## src/uart_pkg.sv

```systemverilog
// Purpose: shared constants, types and helpers of the serial port
// Assumes: 8-bit register port with a 3-bit register index
// Notes: frame settings are shared by transmitter and receiver
package uart_pkg;

   // ------------------------------------------------------------
   // register offsets
   // ------------------------------------------------------------
   localparam int ADDR_W = 3;
   localparam logic [2:0] ADDR_DATA = 3'h0;
   localparam logic [2:0] ADDR_CTRL_A = 3'h1;
   localparam logic [2:0] ADDR_CTRL_B = 3'h2;
   localparam logic [2:0] ADDR_CTRL_C = 3'h3;
   localparam logic [2:0] ADDR_BAUD_LOW = 3'h4;

   // ------------------------------------------------------------
   // field positions
   // ------------------------------------------------------------
   localparam int A_RXC = 7;
   localparam int A_TXC = 6;
   localparam int A_BUF_EMPTY = 5;
   localparam int A_FRAME_ERR = 4;
   localparam int A_PARITY_ERR = 2;
   localparam int A_DOUBLE = 1;
   localparam int B_SYNC_MASTER = 5;
   localparam int B_RX_EN = 4;
   localparam int B_TX_EN = 3;
   localparam int B_SIZE2 = 2;
   localparam int B_RX_NINTH = 1;
   localparam int B_TX_NINTH = 0;
   localparam int C_SELECT = 7;
   localparam int C_SYNC = 6;
   localparam int C_PARITY_HI = 5;
   localparam int C_PARITY_LO = 4;
   localparam int C_STOP2 = 3;
   localparam int C_SIZE_HI = 2;
   localparam int C_SIZE_LO = 1;
   localparam int C_POLARITY = 0;

   // ------------------------------------------------------------
   // reset values and encodings
   // ------------------------------------------------------------
   localparam logic [2:0] CHAR_SIZE_RESET = 3'h3;
   localparam logic [1:0] PARITY_RESET = 2'h0;
   localparam logic [11:0] BAUD_RESET = 12'h000;
   localparam logic [1:0] PARITY_EVEN = 2'h2;
   localparam logic [1:0] PARITY_ODD = 2'h3;

   // transmitter divides the baud generator output by these
   localparam logic [4:0] DIV_NORMAL = 5'h10;
   localparam logic [4:0] DIV_DOUBLE = 5'h08;
   localparam logic [4:0] DIV_SYNC = 5'h02;

   typedef enum logic [2:0] {
      TX_IDLE = 3'b000,
      TX_START = 3'b001,
      TX_DATA = 3'b010,
      TX_PARITY = 3'b011,
      TX_STOP1 = 3'b100,
      TX_STOP2 = 3'b101
   } tx_state_t;

   typedef enum logic [2:0] {
      RX_IDLE = 3'b000,
      RX_START = 3'b001,
      RX_DATA = 3'b010,
      RX_PARITY = 3'b011,
      RX_STOP = 3'b100
   } rx_state_t;

   // number of data bits for a character size code
   function automatic logic [3:0] char_bits(input logic [2:0] size);
      case (size)
         3'h0: return 4'h5;
         3'h1: return 4'h6;
         3'h2: return 4'h7;
         3'h7: return 4'h9;
         default: return 4'h8;
      endcase
   endfunction

   // xor of the first nbits data bits, inverted for odd parity
   function automatic logic parity_of(input logic [8:0] d,
                                      input logic [3:0] nbits,
                                      input logic odd);
      logic p;
      p = odd;
      for (int i = 0; i < 9; i++) begin
         if (4'(i) < nbits) begin
            p = p ^ d[i];
         end
      end
      return p;
   endfunction

endpackage
```

## src/uart_frame_receiver.sv

```systemverilog
// Purpose: asynchronous frame receiver using the shared frame format
// Assumes: rxd already passed a two-flop synchroniser
// Notes: oversamples at the baud generator rate, samples mid-bit
`timescale 1ns/1ps
module uart_frame_receiver
   import uart_pkg::*;
(
   // clock and reset
   input wire logic clk,
   input wire logic rst,
   // line and pacing
   input wire logic rxd,
   input wire logic baud_tick,
   // shared configuration
   input wire logic enable,
   input wire logic double_speed,
   input wire logic [2:0] char_size_field,
   input wire logic [1:0] parity_mode_field,
   // results
   output logic [8:0] data_out,
   output logic done,
   output logic frame_err,
   output logic parity_err
);
   import uart_pkg::*;

   rx_state_t state_reg;
   logic [3:0] tick_reg;
   logic [3:0] bit_reg;
   logic [3:0] nbits;
   logic [3:0] last_tick;
   logic [3:0] half_tick;

   assign nbits = char_bits(char_size_field);
   assign last_tick = double_speed ? 4'h7 : 4'hF;
   assign half_tick = double_speed ? 4'h3 : 4'h7;

   always_ff @(posedge clk) begin
      if (rst) begin
         state_reg <= RX_IDLE;
         tick_reg <= 4'h0;
         bit_reg <= 4'h0;
         data_out <= 9'h000;
         done <= 1'b0;
         frame_err <= 1'b0;
         parity_err <= 1'b0;
      end else begin
         done <= 1'b0;
         unique case (state_reg)
            RX_IDLE: begin
               if (enable && !rxd) begin
                  state_reg <= RX_START;
                  tick_reg <= 4'h0;
               end
            end
            RX_START: begin
               if (baud_tick) begin
                  tick_reg <= tick_reg + 4'h1;
                  if (tick_reg == half_tick) begin
                     tick_reg <= 4'h0;
                     bit_reg <= 4'h0;
                     data_out <= 9'h000;
                     state_reg <= rxd ? RX_IDLE : RX_DATA;
                  end
               end
            end
            default: begin
               if (baud_tick) begin
                  tick_reg <= tick_reg + 4'h1;
                  if (tick_reg == last_tick) begin
                     tick_reg <= 4'h0;
                     if (state_reg == RX_DATA) begin
                        data_out[bit_reg] <= rxd;
                        bit_reg <= bit_reg + 4'h1;
                        if (bit_reg == nbits - 4'h1) begin
                           state_reg <= parity_mode_field[1] ?
                                        RX_PARITY : RX_STOP;
                        end
                     end else if (state_reg == RX_PARITY) begin
                        parity_err <= rxd ^ parity_of(data_out, nbits,
                                      parity_mode_field[0]);
                        state_reg <= RX_STOP;
                     end else begin
                        // only the first stop bit is looked at
                        frame_err <= ~rxd;
                        if (!parity_mode_field[1]) begin
                           parity_err <= 1'b0;
                        end
                        done <= 1'b1;
                        state_reg <= RX_IDLE;
                     end
                  end
               end
            end
         endcase
      end
   end

endmodule

```

## src/uart_frame_tx.sv

```systemverilog
// Purpose: serial port with frame formatting transmit path
// Assumes: register port strobes are one cycle, read data next cycle
// Notes: control C shares its index with the high baud divisor
//
// The plain strobed port and the placing of the registers are this design's own decisions.
`timescale 1ns/1ps

module uart_frame_tx
   import uart_pkg::*;
(
   // clock and reset
   input wire logic clk,
   input wire logic rst,
   // register port
   input wire logic [ADDR_W-1:0] addr,
   input wire logic [7:0] wdata,
   input wire logic wr,
   input wire logic rd,
   output logic [7:0] rdata,
   // serial pins
   output logic txd_out,
   output logic txd_oe,
   input wire logic rxd_in,
   input wire logic xck_in,
   output logic xck_out,
   output logic xck_oe
);
   import uart_pkg::*;

   // ------------------------------------------------------------
   // configuration registers
   // ------------------------------------------------------------
   logic [2:0] char_size_field;
   logic [1:0] parity_mode_field;
   logic stop_bits_select;
   logic sync_mode_reg;
   logic polarity_reg;
   logic double_speed_bit;
   logic transmitter_enable;
   logic receiver_enable;
   logic sync_master_reg;
   logic tx_ninth_bit;
   logic [11:0] baud_div_reg;

   logic wr_data;
   logic wr_a;
   logic wr_b;
   logic wr_c;
   logic wr_low;
   logic rd_data;

   assign wr_data = wr && addr == ADDR_DATA;
   assign wr_a = wr && addr == ADDR_CTRL_A;
   assign wr_b = wr && addr == ADDR_CTRL_B;
   assign wr_c = wr && addr == ADDR_CTRL_C;
   assign wr_low = wr && addr == ADDR_BAUD_LOW;
   assign rd_data = rd && addr == ADDR_DATA;

   always_ff @(posedge clk) begin
      if (rst) begin
         char_size_field <= CHAR_SIZE_RESET;
         parity_mode_field <= PARITY_RESET;
         stop_bits_select <= 1'b0;
         sync_mode_reg <= 1'b0;
         polarity_reg <= 1'b0;
         double_speed_bit <= 1'b0;
         transmitter_enable <= 1'b0;
         receiver_enable <= 1'b0;
         sync_master_reg <= 1'b0;
         tx_ninth_bit <= 1'b0;
         baud_div_reg <= BAUD_RESET;
      end else begin
         if (wr_a) begin
            double_speed_bit <= wdata[A_DOUBLE];
         end
         if (wr_b) begin
            sync_master_reg <= wdata[B_SYNC_MASTER];
            receiver_enable <= wdata[B_RX_EN];
            transmitter_enable <= wdata[B_TX_EN];
            char_size_field[2] <= wdata[B_SIZE2];
            tx_ninth_bit <= wdata[B_TX_NINTH];
         end
         // select bit picks control C over the high divisor
         if (wr_c && wdata[C_SELECT]) begin
            sync_mode_reg <= wdata[C_SYNC];
            parity_mode_field <= wdata[C_PARITY_HI:C_PARITY_LO];
            stop_bits_select <= wdata[C_STOP2];
            char_size_field[1:0] <= wdata[C_SIZE_HI:C_SIZE_LO];
            polarity_reg <= wdata[C_POLARITY];
         end else if (wr_c) begin
            baud_div_reg[11:8] <= wdata[3:0];
         end
         if (wr_low) begin
            baud_div_reg[7:0] <= wdata;
         end
      end
   end

   // ------------------------------------------------------------
   // pin synchronisers
   // ------------------------------------------------------------
   logic rxd_s1;
   logic rxd_s2;
   logic xck_s1;
   logic xck_s2;
   logic xck_s3;

   always_ff @(posedge clk) begin
      if (rst) begin
         rxd_s1 <= 1'b1;
         rxd_s2 <= 1'b1;
         xck_s1 <= 1'b0;
         xck_s2 <= 1'b0;
         xck_s3 <= 1'b0;
      end else begin
         rxd_s1 <= rxd_in;
         rxd_s2 <= rxd_s1;
         xck_s1 <= xck_in;
         xck_s2 <= xck_s1;
         xck_s3 <= xck_s2;
      end
   end

   // ------------------------------------------------------------
   // baud generator and bit pacing
   // ------------------------------------------------------------
   logic [11:0] baud_cnt_reg;
   logic baud_tick;
   logic [4:0] presc_reg;
   logic [4:0] tx_div;
   logic bit_tick;
   logic slave_mode;
   logic change_edge;
   logic load;

   assign baud_tick = baud_cnt_reg == 12'h000;
   assign slave_mode = sync_mode_reg && !sync_master_reg;
   assign tx_div = sync_mode_reg ? DIV_SYNC :
                   double_speed_bit ? DIV_DOUBLE : DIV_NORMAL;
   // data changes on the rising edge unless polarity is set
   assign change_edge = polarity_reg ? (xck_s3 && !xck_s2) :
                        (!xck_s3 && xck_s2);

   always_comb begin
      if (slave_mode) begin
         bit_tick = change_edge;
      end else if (sync_mode_reg) begin
         bit_tick = baud_tick && (xck_out == polarity_reg);
      end else begin
         bit_tick = baud_tick && presc_reg == tx_div - 5'h01;
      end
   end

   always_ff @(posedge clk) begin
      if (rst) begin
         baud_cnt_reg <= BAUD_RESET;
      end else if (wr_low) begin
         baud_cnt_reg <= {baud_div_reg[11:8], wdata};
      end else if (baud_tick) begin
         baud_cnt_reg <= baud_div_reg;
      end else begin
         baud_cnt_reg <= baud_cnt_reg - 12'h001;
      end
   end

   // restarting the prescaler on load gives a full-length start bit
   always_ff @(posedge clk) begin
      if (rst) begin
         presc_reg <= 5'h00;
      end else if (load || bit_tick) begin
         presc_reg <= 5'h00;
      end else if (baud_tick) begin
         presc_reg <= presc_reg + 5'h01;
      end
   end

   // master clock output toggles once per baud tick
   always_ff @(posedge clk) begin
      if (rst) begin
         xck_out <= 1'b0;
         xck_oe <= 1'b0;
      end else begin
         xck_oe <= sync_mode_reg && sync_master_reg;
         if (!(sync_mode_reg && sync_master_reg)) begin
            xck_out <= polarity_reg;
         end else if (baud_tick) begin
            xck_out <= ~xck_out;
         end
      end
   end

   // ------------------------------------------------------------
   // transmit buffer
   // ------------------------------------------------------------
   logic [8:0] buf_reg;
   logic buf_full_reg;
   logic [3:0] nbits;
   logic [8:0] size_mask;

   assign nbits = char_bits(char_size_field);
   assign size_mask = 9'h1FF >> (4'h9 - nbits);

   always_ff @(posedge clk) begin
      if (rst) begin
         buf_reg <= 9'h000;
      end else if (wr_data) begin
         buf_reg <= {tx_ninth_bit, wdata} & size_mask;
      end
   end

   // a write in the load cycle refills the buffer, so the write wins
   always_ff @(posedge clk) begin
      if (rst) begin
         buf_full_reg <= 1'b0;
      end else if (wr_data) begin
         buf_full_reg <= 1'b1;
      end else if (load) begin
         buf_full_reg <= 1'b0;
      end
   end

   // ------------------------------------------------------------
   // shift register and frame sequencer
   // ------------------------------------------------------------
   tx_state_t state_reg;
   logic [8:0] shift_reg;
   logic [3:0] bit_cnt_reg;
   logic parity_reg;
   logic frame_end;

   assign frame_end = bit_tick && ((state_reg == TX_STOP1 &&
                      !stop_bits_select) || state_reg == TX_STOP2);
   assign load = buf_full_reg && transmitter_enable &&
                 (state_reg == TX_IDLE || frame_end);

   always_ff @(posedge clk) begin
      if (rst) begin
         state_reg <= TX_IDLE;
         shift_reg <= 9'h000;
         bit_cnt_reg <= 4'h0;
         parity_reg <= 1'b0;
         txd_out <= 1'b1;
      end else if (load) begin
         shift_reg <= buf_reg;
         parity_reg <= parity_of(buf_reg, nbits,
                                 parity_mode_field[0]);
         state_reg <= TX_START;
         txd_out <= 1'b0;
      end else if (bit_tick) begin
         unique case (state_reg)
            TX_IDLE: begin
               txd_out <= 1'b1;
            end
            TX_START: begin
               txd_out <= shift_reg[0];
               bit_cnt_reg <= 4'h0;
               state_reg <= TX_DATA;
            end
            TX_DATA: begin
               shift_reg <= shift_reg >> 1;
               bit_cnt_reg <= bit_cnt_reg + 4'h1;
               if (bit_cnt_reg != nbits - 4'h1) begin
                  txd_out <= shift_reg[1];
               end else if (parity_mode_field[1]) begin
                  txd_out <= parity_reg;
                  state_reg <= TX_PARITY;
               end else begin
                  txd_out <= 1'b1;
                  state_reg <= TX_STOP1;
               end
            end
            TX_PARITY: begin
               txd_out <= 1'b1;
               state_reg <= TX_STOP1;
            end
            TX_STOP1: begin
               txd_out <= 1'b1;
               state_reg <= stop_bits_select ? TX_STOP2 : TX_IDLE;
            end
            TX_STOP2: begin
               txd_out <= 1'b1;
               state_reg <= TX_IDLE;
            end
            default: begin
               txd_out <= 1'b1;
               state_reg <= TX_IDLE;
            end
         endcase
      end
   end

   always_ff @(posedge clk) begin
      if (rst) begin
         txd_oe <= 1'b0;
      end else begin
         txd_oe <= transmitter_enable;
      end
   end

   // ------------------------------------------------------------
   // receiver and status flags
   // ------------------------------------------------------------
   logic [8:0] rx_data;
   logic rx_done;
   logic rx_frame_err;
   logic rx_parity_err;
   logic [8:0] rx_hold_reg;
   logic frame_error_flag;
   logic parity_error_flag;
   logic rx_complete_flag;
   logic tx_complete_flag;

   uart_frame_receiver u_rx (
      .clk(clk),
      .rst(rst),
      .rxd(rxd_s2),
      .baud_tick(baud_tick),
      .enable(receiver_enable && !sync_mode_reg),
      .double_speed(double_speed_bit),
      .char_size_field(char_size_field),
      .parity_mode_field(parity_mode_field),
      .data_out(rx_data),
      .done(rx_done),
      .frame_err(rx_frame_err),
      .parity_err(rx_parity_err)
   );

   always_ff @(posedge clk) begin
      if (rst) begin
         rx_hold_reg <= 9'h000;
         frame_error_flag <= 1'b0;
         parity_error_flag <= 1'b0;
      end else if (rx_done) begin
         rx_hold_reg <= rx_data;
         frame_error_flag <= rx_frame_err;
         parity_error_flag <= rx_parity_err;
      end
   end

   // new character wins over a read in the same cycle
   always_ff @(posedge clk) begin
      if (rst) begin
         rx_complete_flag <= 1'b0;
      end else if (rx_done) begin
         rx_complete_flag <= 1'b1;
      end else if (rd_data) begin
         rx_complete_flag <= 1'b0;
      end
   end

   // set wins over a write-one clear in the same cycle
   always_ff @(posedge clk) begin
      if (rst) begin
         tx_complete_flag <= 1'b0;
      end else if (frame_end && !buf_full_reg) begin
         tx_complete_flag <= 1'b1;
      end else if (wr_a && wdata[A_TXC]) begin
         tx_complete_flag <= 1'b0;
      end
   end

   // ------------------------------------------------------------
   // register read
   // ------------------------------------------------------------
   always_ff @(posedge clk) begin
      if (rst) begin
         rdata <= 8'h00;
      end else if (rd) begin
         rdata <= 8'h00;
         unique case (addr)
            ADDR_DATA: begin
               rdata <= rx_hold_reg[7:0];
            end
            ADDR_CTRL_A: begin
               rdata[A_RXC] <= rx_complete_flag;
               rdata[A_TXC] <= tx_complete_flag;
               rdata[A_BUF_EMPTY] <= !buf_full_reg;
               rdata[A_FRAME_ERR] <= frame_error_flag;
               rdata[A_PARITY_ERR] <= parity_error_flag;
               rdata[A_DOUBLE] <= double_speed_bit;
            end
            ADDR_CTRL_B: begin
               rdata[B_SYNC_MASTER] <= sync_master_reg;
               rdata[B_RX_EN] <= receiver_enable;
               rdata[B_TX_EN] <= transmitter_enable;
               rdata[B_SIZE2] <= char_size_field[2];
               rdata[B_RX_NINTH] <= rx_hold_reg[8];
               rdata[B_TX_NINTH] <= tx_ninth_bit;
            end
            ADDR_CTRL_C: begin
               rdata <= {1'b1, sync_mode_reg, parity_mode_field,
                         stop_bits_select, char_size_field[1:0],
                         polarity_reg};
            end
            ADDR_BAUD_LOW: begin
               rdata <= baud_div_reg[7:0];
            end
            default: begin
               rdata <= 8'h00;
            end
         endcase
      end else begin
         rdata <= 8'h00;
      end
   end

endmodule

```

## config.mk

```make
export PLATFORM = sky130hd
export DESIGN_NAME = uart_frame_tx
export DESIGN_NICKNAME = d
export VERILOG_FILES = /design/src/uart_pkg.sv /design/src/uart_frame_receiver.sv /design/src/uart_frame_tx.sv
export SDC_FILE = /design/constraint.sdc
export NUM_CORES = 1
export LEC_CHECK = 0
export BUFFER_PORTS_ARGS = -buffer_cell sky130_fd_sc_hd__buf_4
export CORE_MARGIN = 5
export CORE_UTILIZATION = 50
export DETAILED_ROUTE_END_ITERATION = 6
export PLACE_DENSITY = 0.7
export SLEW_MARGIN = 20
export SYNTH_ARGS = -nofsm -noshare
export SYNTH_HDL_FRONTEND = slang
export SYNTH_SLANG_ARGS = --single-unit
```

## constraint.sdc

```tcl
create_clock -name clk -period 2.6 [get_ports clk]
set_input_delay 0.52 -clock clk [delete_from_list [all_inputs] [get_ports clk]]
set_output_delay 0.52 -clock clk [all_outputs]
set_load 0.01 [all_outputs]
```

# After elaboration in Yosys (flattened, before gate mapping)
# Index checks and enable logic that the tools add are counted.
# op_classes
n_addsub	8
n_mul	0
div_mod_pow	0
n_lt_le_gt_ge	11
eq_ne	30
n_shift	1
muxes	160
bitwise_logic	32
n_reduce_logical	62
# op_table
op	n
two-way mux 1 bit	109
two-way mux 9 bit	8
two-way mux 4 bit	11
two-way mux 3 bit	12
two-way mux 12 bit	2
one-hot mux 4 bit (2 select lines)	3
logical AND 1 bit	22
== test 3 x 2 -> 1 bit, second input constant	7
one-hot mux 2 bit (5 select lines)	2
bitwise XOR 1 bit	19
one-hot mux 9 bit (2 select lines)	1
nonzero test 2 bit	9
< comparator 3 x 4 -> 1 bit, first input constant	4
one-hot mux 4 bit (4 select lines)	1
one-hot mux 3 bit (5 select lines)	1
AND reduction 5 bit	3
adder 4 x 1 -> 4 bit, second input constant	3
== test 3 x 1 -> 1 bit, second input constant	4
== test 3 bit, second input constant	4
== test 4 bit	3
zero test 12 bit	1
zero test 3 bit	4
NOT 1 bit	12
AND reduction 3 bit	4
other kinds (34)	55
# word_totals
regBits	122
latchBits	0
ramBits	0
mem_bits_ro	0
in_bits	17
out_inout_bits	12
wordCells	348
mem_count	0

# Logic depth before layout (Yosys ltp)
# depth
word_depth	76
ltp_mapped	11

# Hierarchy
# From an unflattened synthesis, not the netlist that was laid out.
# hier_totals
hier_cells	728
hier_area_um2	6376.1
# by_module_without_submodules
mod	n_inst	cells_each	area_per_inst_um2
uart_frame_tx	1	544	4767.1
uart_frame_receiver	1	184	1609.0

# Worst setup path before layout
# OpenSTA, ideal clock, no wires.
# synth_path
kind	register -> register
startpoint	register char_size_field[0]
endpoint	register state_reg[1]
setup_ps	86
t_arrival_ps	2625
required_time_ps	2514
slack_ps	-110
stages_incl_launch_ff	11
n_path_buf	1
synth_period_minus_slack_ps	2710
cell_sequence	dfxtp_1 -> clkbuf_1 -> a21oi_1 -> inv_1 -> ha_1 -> nor4bb_1 -> a211oi_1 -> xnor2_1 -> o41ai_1 -> nand4_1 -> a211oi_1
# synth_via
elab_chain_len	6
word_cells_on_any_way	9
# synth_lines
element	line_no	source
from (decl)	uart_frame_tx.sv:33	logic [2:0] char_size_field;
from (signal assigned)	uart_frame_tx.sv:88	char_size_field[1:0] <= wdata[C_SIZE_HI:C_SIZE_LO];
== test 3 bit (tied with other cells)	uart_pkg.sv:73	case (size)
one-hot mux 4 bit (4 select lines) (*)	uart_pkg.sv:73	
subtractor 4 x 1 -> 4 bit (*)	uart_frame_tx.sv:262	if (bit_cnt_reg != nbits - 4'h1) begin
!= test 4 bit (*)	uart_frame_tx.sv:262	
!= test 2 bit (no source line) (*)	--	
AND reduction 3 bit (no source line) (*)	--	
to (signal assigned)	uart_frame_tx.sv:278	state_reg <= stop_bits_select ? TX_STOP2 : TX_IDLE;
to (decl)	uart_frame_tx.sv:225	tx_state_t state_reg;
# Every way passes the cells marked *; elsewhere a longest branch is shown, timed or not.
# A chain may end at the register's enable or synchronous reset.

# Final worst setup path
# layout_path
startpoint	register char_size_field[1]
endpoint	register txd_out
# layout_via
elab_chain_len	8
word_cells_on_any_way	11
# layout_lines
element	line_no	source
== test 3 bit (tied with other cells)	uart_pkg.sv:73	
one-hot mux 4 bit (4 select lines) (*)	uart_pkg.sv:73	
subtractor 4 x 1 -> 4 bit (*)	uart_frame_tx.sv:262	
!= test 4 bit (*)	uart_frame_tx.sv:262	
two-way mux 1 bit (*)	uart_frame_tx.sv:262	
one-hot mux 1 bit (2 select lines) (*)	uart_frame_tx.sv:250	unique case (state_reg)
two-way mux 1 bit (*)	uart_frame_tx.sv:249	end else if (bit_tick) begin
two-way mux 1 bit (*)	uart_frame_tx.sv:243	end else if (load) begin
to (signal assigned)	uart_frame_tx.sv:255	txd_out <= shift_reg[0];
to (signal assigned)	uart_frame_tx.sv:263	txd_out <= shift_reg[1];
to (signal assigned)	uart_frame_tx.sv:265	txd_out <= parity_reg;
to (decl)	uart_frame_tx.sv:21	output logic txd_out,
# Every way passes the cells marked *; elsewhere a longest branch is shown, timed or not. The select of a mux whose other input is x is not followed.

==> out/qor.csv <==
metric,value,unit
"commonest non-fill, non-tap cell in the layout",sky130_fd_sc_hd__dfxtp_1,
global router's overall resource usage,21.2,%
total via count after detailed routing,5189,
area of all placed cells without fillers,0.00728,mm^2
hold crit path type,in -> reg,
Placement Rows,40,
total routed wirelength,15200,um
critical path type,reg -> reg,
n_diodes,0,
Pint,3.96,mW
beginning of the critical path,char_size_field[1],
hold buffer count at cts,0,
number of cells in the design after placement,852,
relative contribution of the clock network to total power,43.6,%
maximum clock frequency,0.401,GHz
CTS buffer count,17,
type of destination of the critical path,register,
cell area after technology mapping,0.00611,mm^2
antenna violations before repair,0,
Net Sw Power,1.39,mW
DR vias/cell,5.82,
number of distinct library cells after synthesis,68,
minimum setup slack among reg-to-reg paths,0.11,ns
GP Congestion,0.841,
per-cell routed wire length,17.0,um
clock insertion delay at the later pin of the skew report,0.42,ns
crit path max fanout,8,
final clock period utilization by the worst path,95.9,%
buffers added on ports,28,
clk sinks,122,
max_slew headroom,55.1,%
number of levels in the clock H-tree,4,
Core Region,0.0120,mm^2
via count of the first global-routing pass,4832,
"Seq/Total Area, Yosys",40.0,%
crit path DAT,2.80,ns
Setup crit start kind,register,
crit path max-delay cell type,sky130_fd_sc_hd__dfxtp_2,
largest voltage drop on the vdd net,0.484,mV
clock-pin slew of the registers on the worst-case setup and hold paths,0.05,ns
sequential group share of total power,38.7,%
clock tree from TritonCTS,yes,
Die W,121,um
antenna-violating nets left,0,
final worst hold slack,0.292,ns
number of synthesized register bits,122,
half-perimeter wire length after placement,10700,um
power per standard cell area,734,mW/mm^2
count of flip-flops with a built-in enable after synthesis,0,
Placed Instance Area,0.00652,mm^2
setup-violating endpoint count in the final report,0,
area share of the leading cell type in the synthesized netlist,40.0,%
drc violations,0,
critical path endpoint,txd_out,
post-layout instance count excluding filler cells,891,
wire length of the first global-routing pass,24700,um
CTS Buffer Depth,2,
most frequent cells in the layout,"sky130_fd_sc_hd__dfxtp_1, sky130_fd_sc_hd__nor2_1, sky130_fd_sc_hd__buf_4",
layout overhead on the synthesized area,19.1,%
drt pass-1 iters,5,
die extent in y,121,um
number of nets in the layout,765,
hold violation total from the final report,0,
post-synthesis net count,731,
count of max-cap constraint violations,0,
largest net degree at the start of global routing,57,
Synth Area per Inst,8.75,um^2
slew of the pin with the lowest slew margin,0.672,ns
Max Clock Skew,0.00815,ns
Synth area leaders,"sky130_fd_sc_hd__dfxtp_1, sky130_fd_sc_hd__nor2_1, sky130_fd_sc_hd__mux2i_1, sky130_fd_sc_hd__xnor2_1, sky130_fd_sc_hd__a21oi_1",
sequence of cells on the critical path,a21oi_2 -> inv_1 -> ha_2 -> nor4bb_2 -> a211oi_2 -> buf_4 -> xnor2_1 -> nor4_2 -> o21a_1 -> a211o_1,
status,finished clean,
Pwr Total,5.34,mW
Worst Reg-to-Reg Cells,10,
share of cells above drive strength 1,18.4,%
startpoint of the lowest-slack register-to-register path,char_size_field[1],
count of pins over their slew limit,0,
Top Ports,29,
share of power burned in combinational logic,17.6,%
count of yosys warnings during synthesis,0,
static leakage power,2.70,nW
setup TNS,0,ns
"slowest stage delay, CP",0.42,ns
area of the die,0.0145,mm^2
number of DRC markers after the initial detailed-route iteration,433,
Initial Util,50.9,%
Worst Path Required,2.90,ns
end of the worst register-to-register path,txd_out,
cell accounting for the most synthesized area,sky130_fd_sc_hd__dfxtp_1,
share of synthesized registers carrying an async set or reset,0,%
GRT Residual Overflow,0,
Sw Ratio,26.0,%
cell count after synthesis,698,
leading register cell type out of synthesis,sky130_fd_sc_hd__dfxtp_1,
clock root cell,sky130_fd_sc_hd__clkbuf_16,
minimum clock period after layout,2.49,ns
## Yosys cell counts (all sizes together), types with 11 or more instances
master / number
xnor2: 36
clkbuf: 34
inv: 17
mux2i: 37
nor3: 11
a21oi: 51
nand2: 52
nand3: 14
dfxtp: 122
nor2: 102
buf: 11
nor2b: 12
ha: 16
o21ai: 18
## kinds of logic after synthesis
kind of cell,Yosys count,share of synthesized area [%]
simple gates,257,21.1
compound gates,149,16.7
flops,122,40.0
mux,45,7.91
xor+xnor,47,6.96
fa+ha+maj,16,3.28
buf+inv,62,4.12
## per-stage QoR
| step | worst slack [ns] | util [%] |
|---|---|---|
| floorplan | 0.0505 | - |
| global placement | 0.0879 | 54.3 |
| detailed placement | 0.0208 | 54.3 |
| CTS | 0.0120 | 59.4 |
| global route | -0.0159 | 60.6 |
| finish | 0.106 | 60.6 |
## worst max-delay path: cells and delay by family (launching register included)
kind,cells,cell delay (ns)
buffers and inverters,2,0.35
XOR/XNOR,1,0.32
AND/OR/NAND/NOR,2,0.36
AO/OA/AOI/OAI,4,0.66
flip-flops,1,0.42
adder cells (fa/ha/maj),1,0.26
## per-layer routing
| layer | track usage, % | share of wire (%) | up-vias |
|---|---|---|---|
| li1 | - | - | 2555 |
| met1 | 27.9 | 46 | 2453 |
| met2 | 34.1 | 47 | 151 |
| met3 | 5.14 | 4.9 | 30 |
| met4 | 7.58 | 2.4 | 0 |
| met5 | 0 | 0 | - |
## worst min path at each step
stage | start | end | slack [ns] | depth (start not counted)
after floorplan | rxd_s1 | rxd_s2 | 0.39 | 1
after global placement | rxd_s1 | rxd_s2 | 0.40 | 1
after detailed placement | rxd_s1 | rxd_s2 | 0.40 | 1
after CTS | rxd_in | rxd_s1 | 0.28 | 2
after global routing | rxd_in | rxd_s1 | 0.28 | 2
final | rxd_in | rxd_s1 | 0.29 | 2
## what timing repair did
action | in CTS | in global routing
endpoints found under the hold margin | 0 | 0
pin swaps | 1 | 8
gates resized for setup | 3 | 21
gates cloned | 0 | 0
setup buffers | 1 | 7
setup endpoints to repair | 3 | 19
## power by group through the flow
stage                     combinational, mW  sequential [mW]  clock, mW
after global routing                   1.05             2.08       2.46
after floorplan                       0.657             2.07          0
after CTS                             0.892             2.06       2.36
final                                 0.942             2.07       2.33
after global placement                0.872             2.09          0
after detailed placement              0.881             2.10          0
## cell type report
class                           count  area [um^2]
Sequential cell                   122         2450
Timing Repair Buffer               60          475
Fill cell                        1014         4730
Clock buffer                       25          505
Multi-Input combinational cell    514         3510
Tap cell                          147          184
Clock inverter                      6         86.3
Inverter                           17         63.8
No activity file was read; power rests on OpenSTA's default activity.
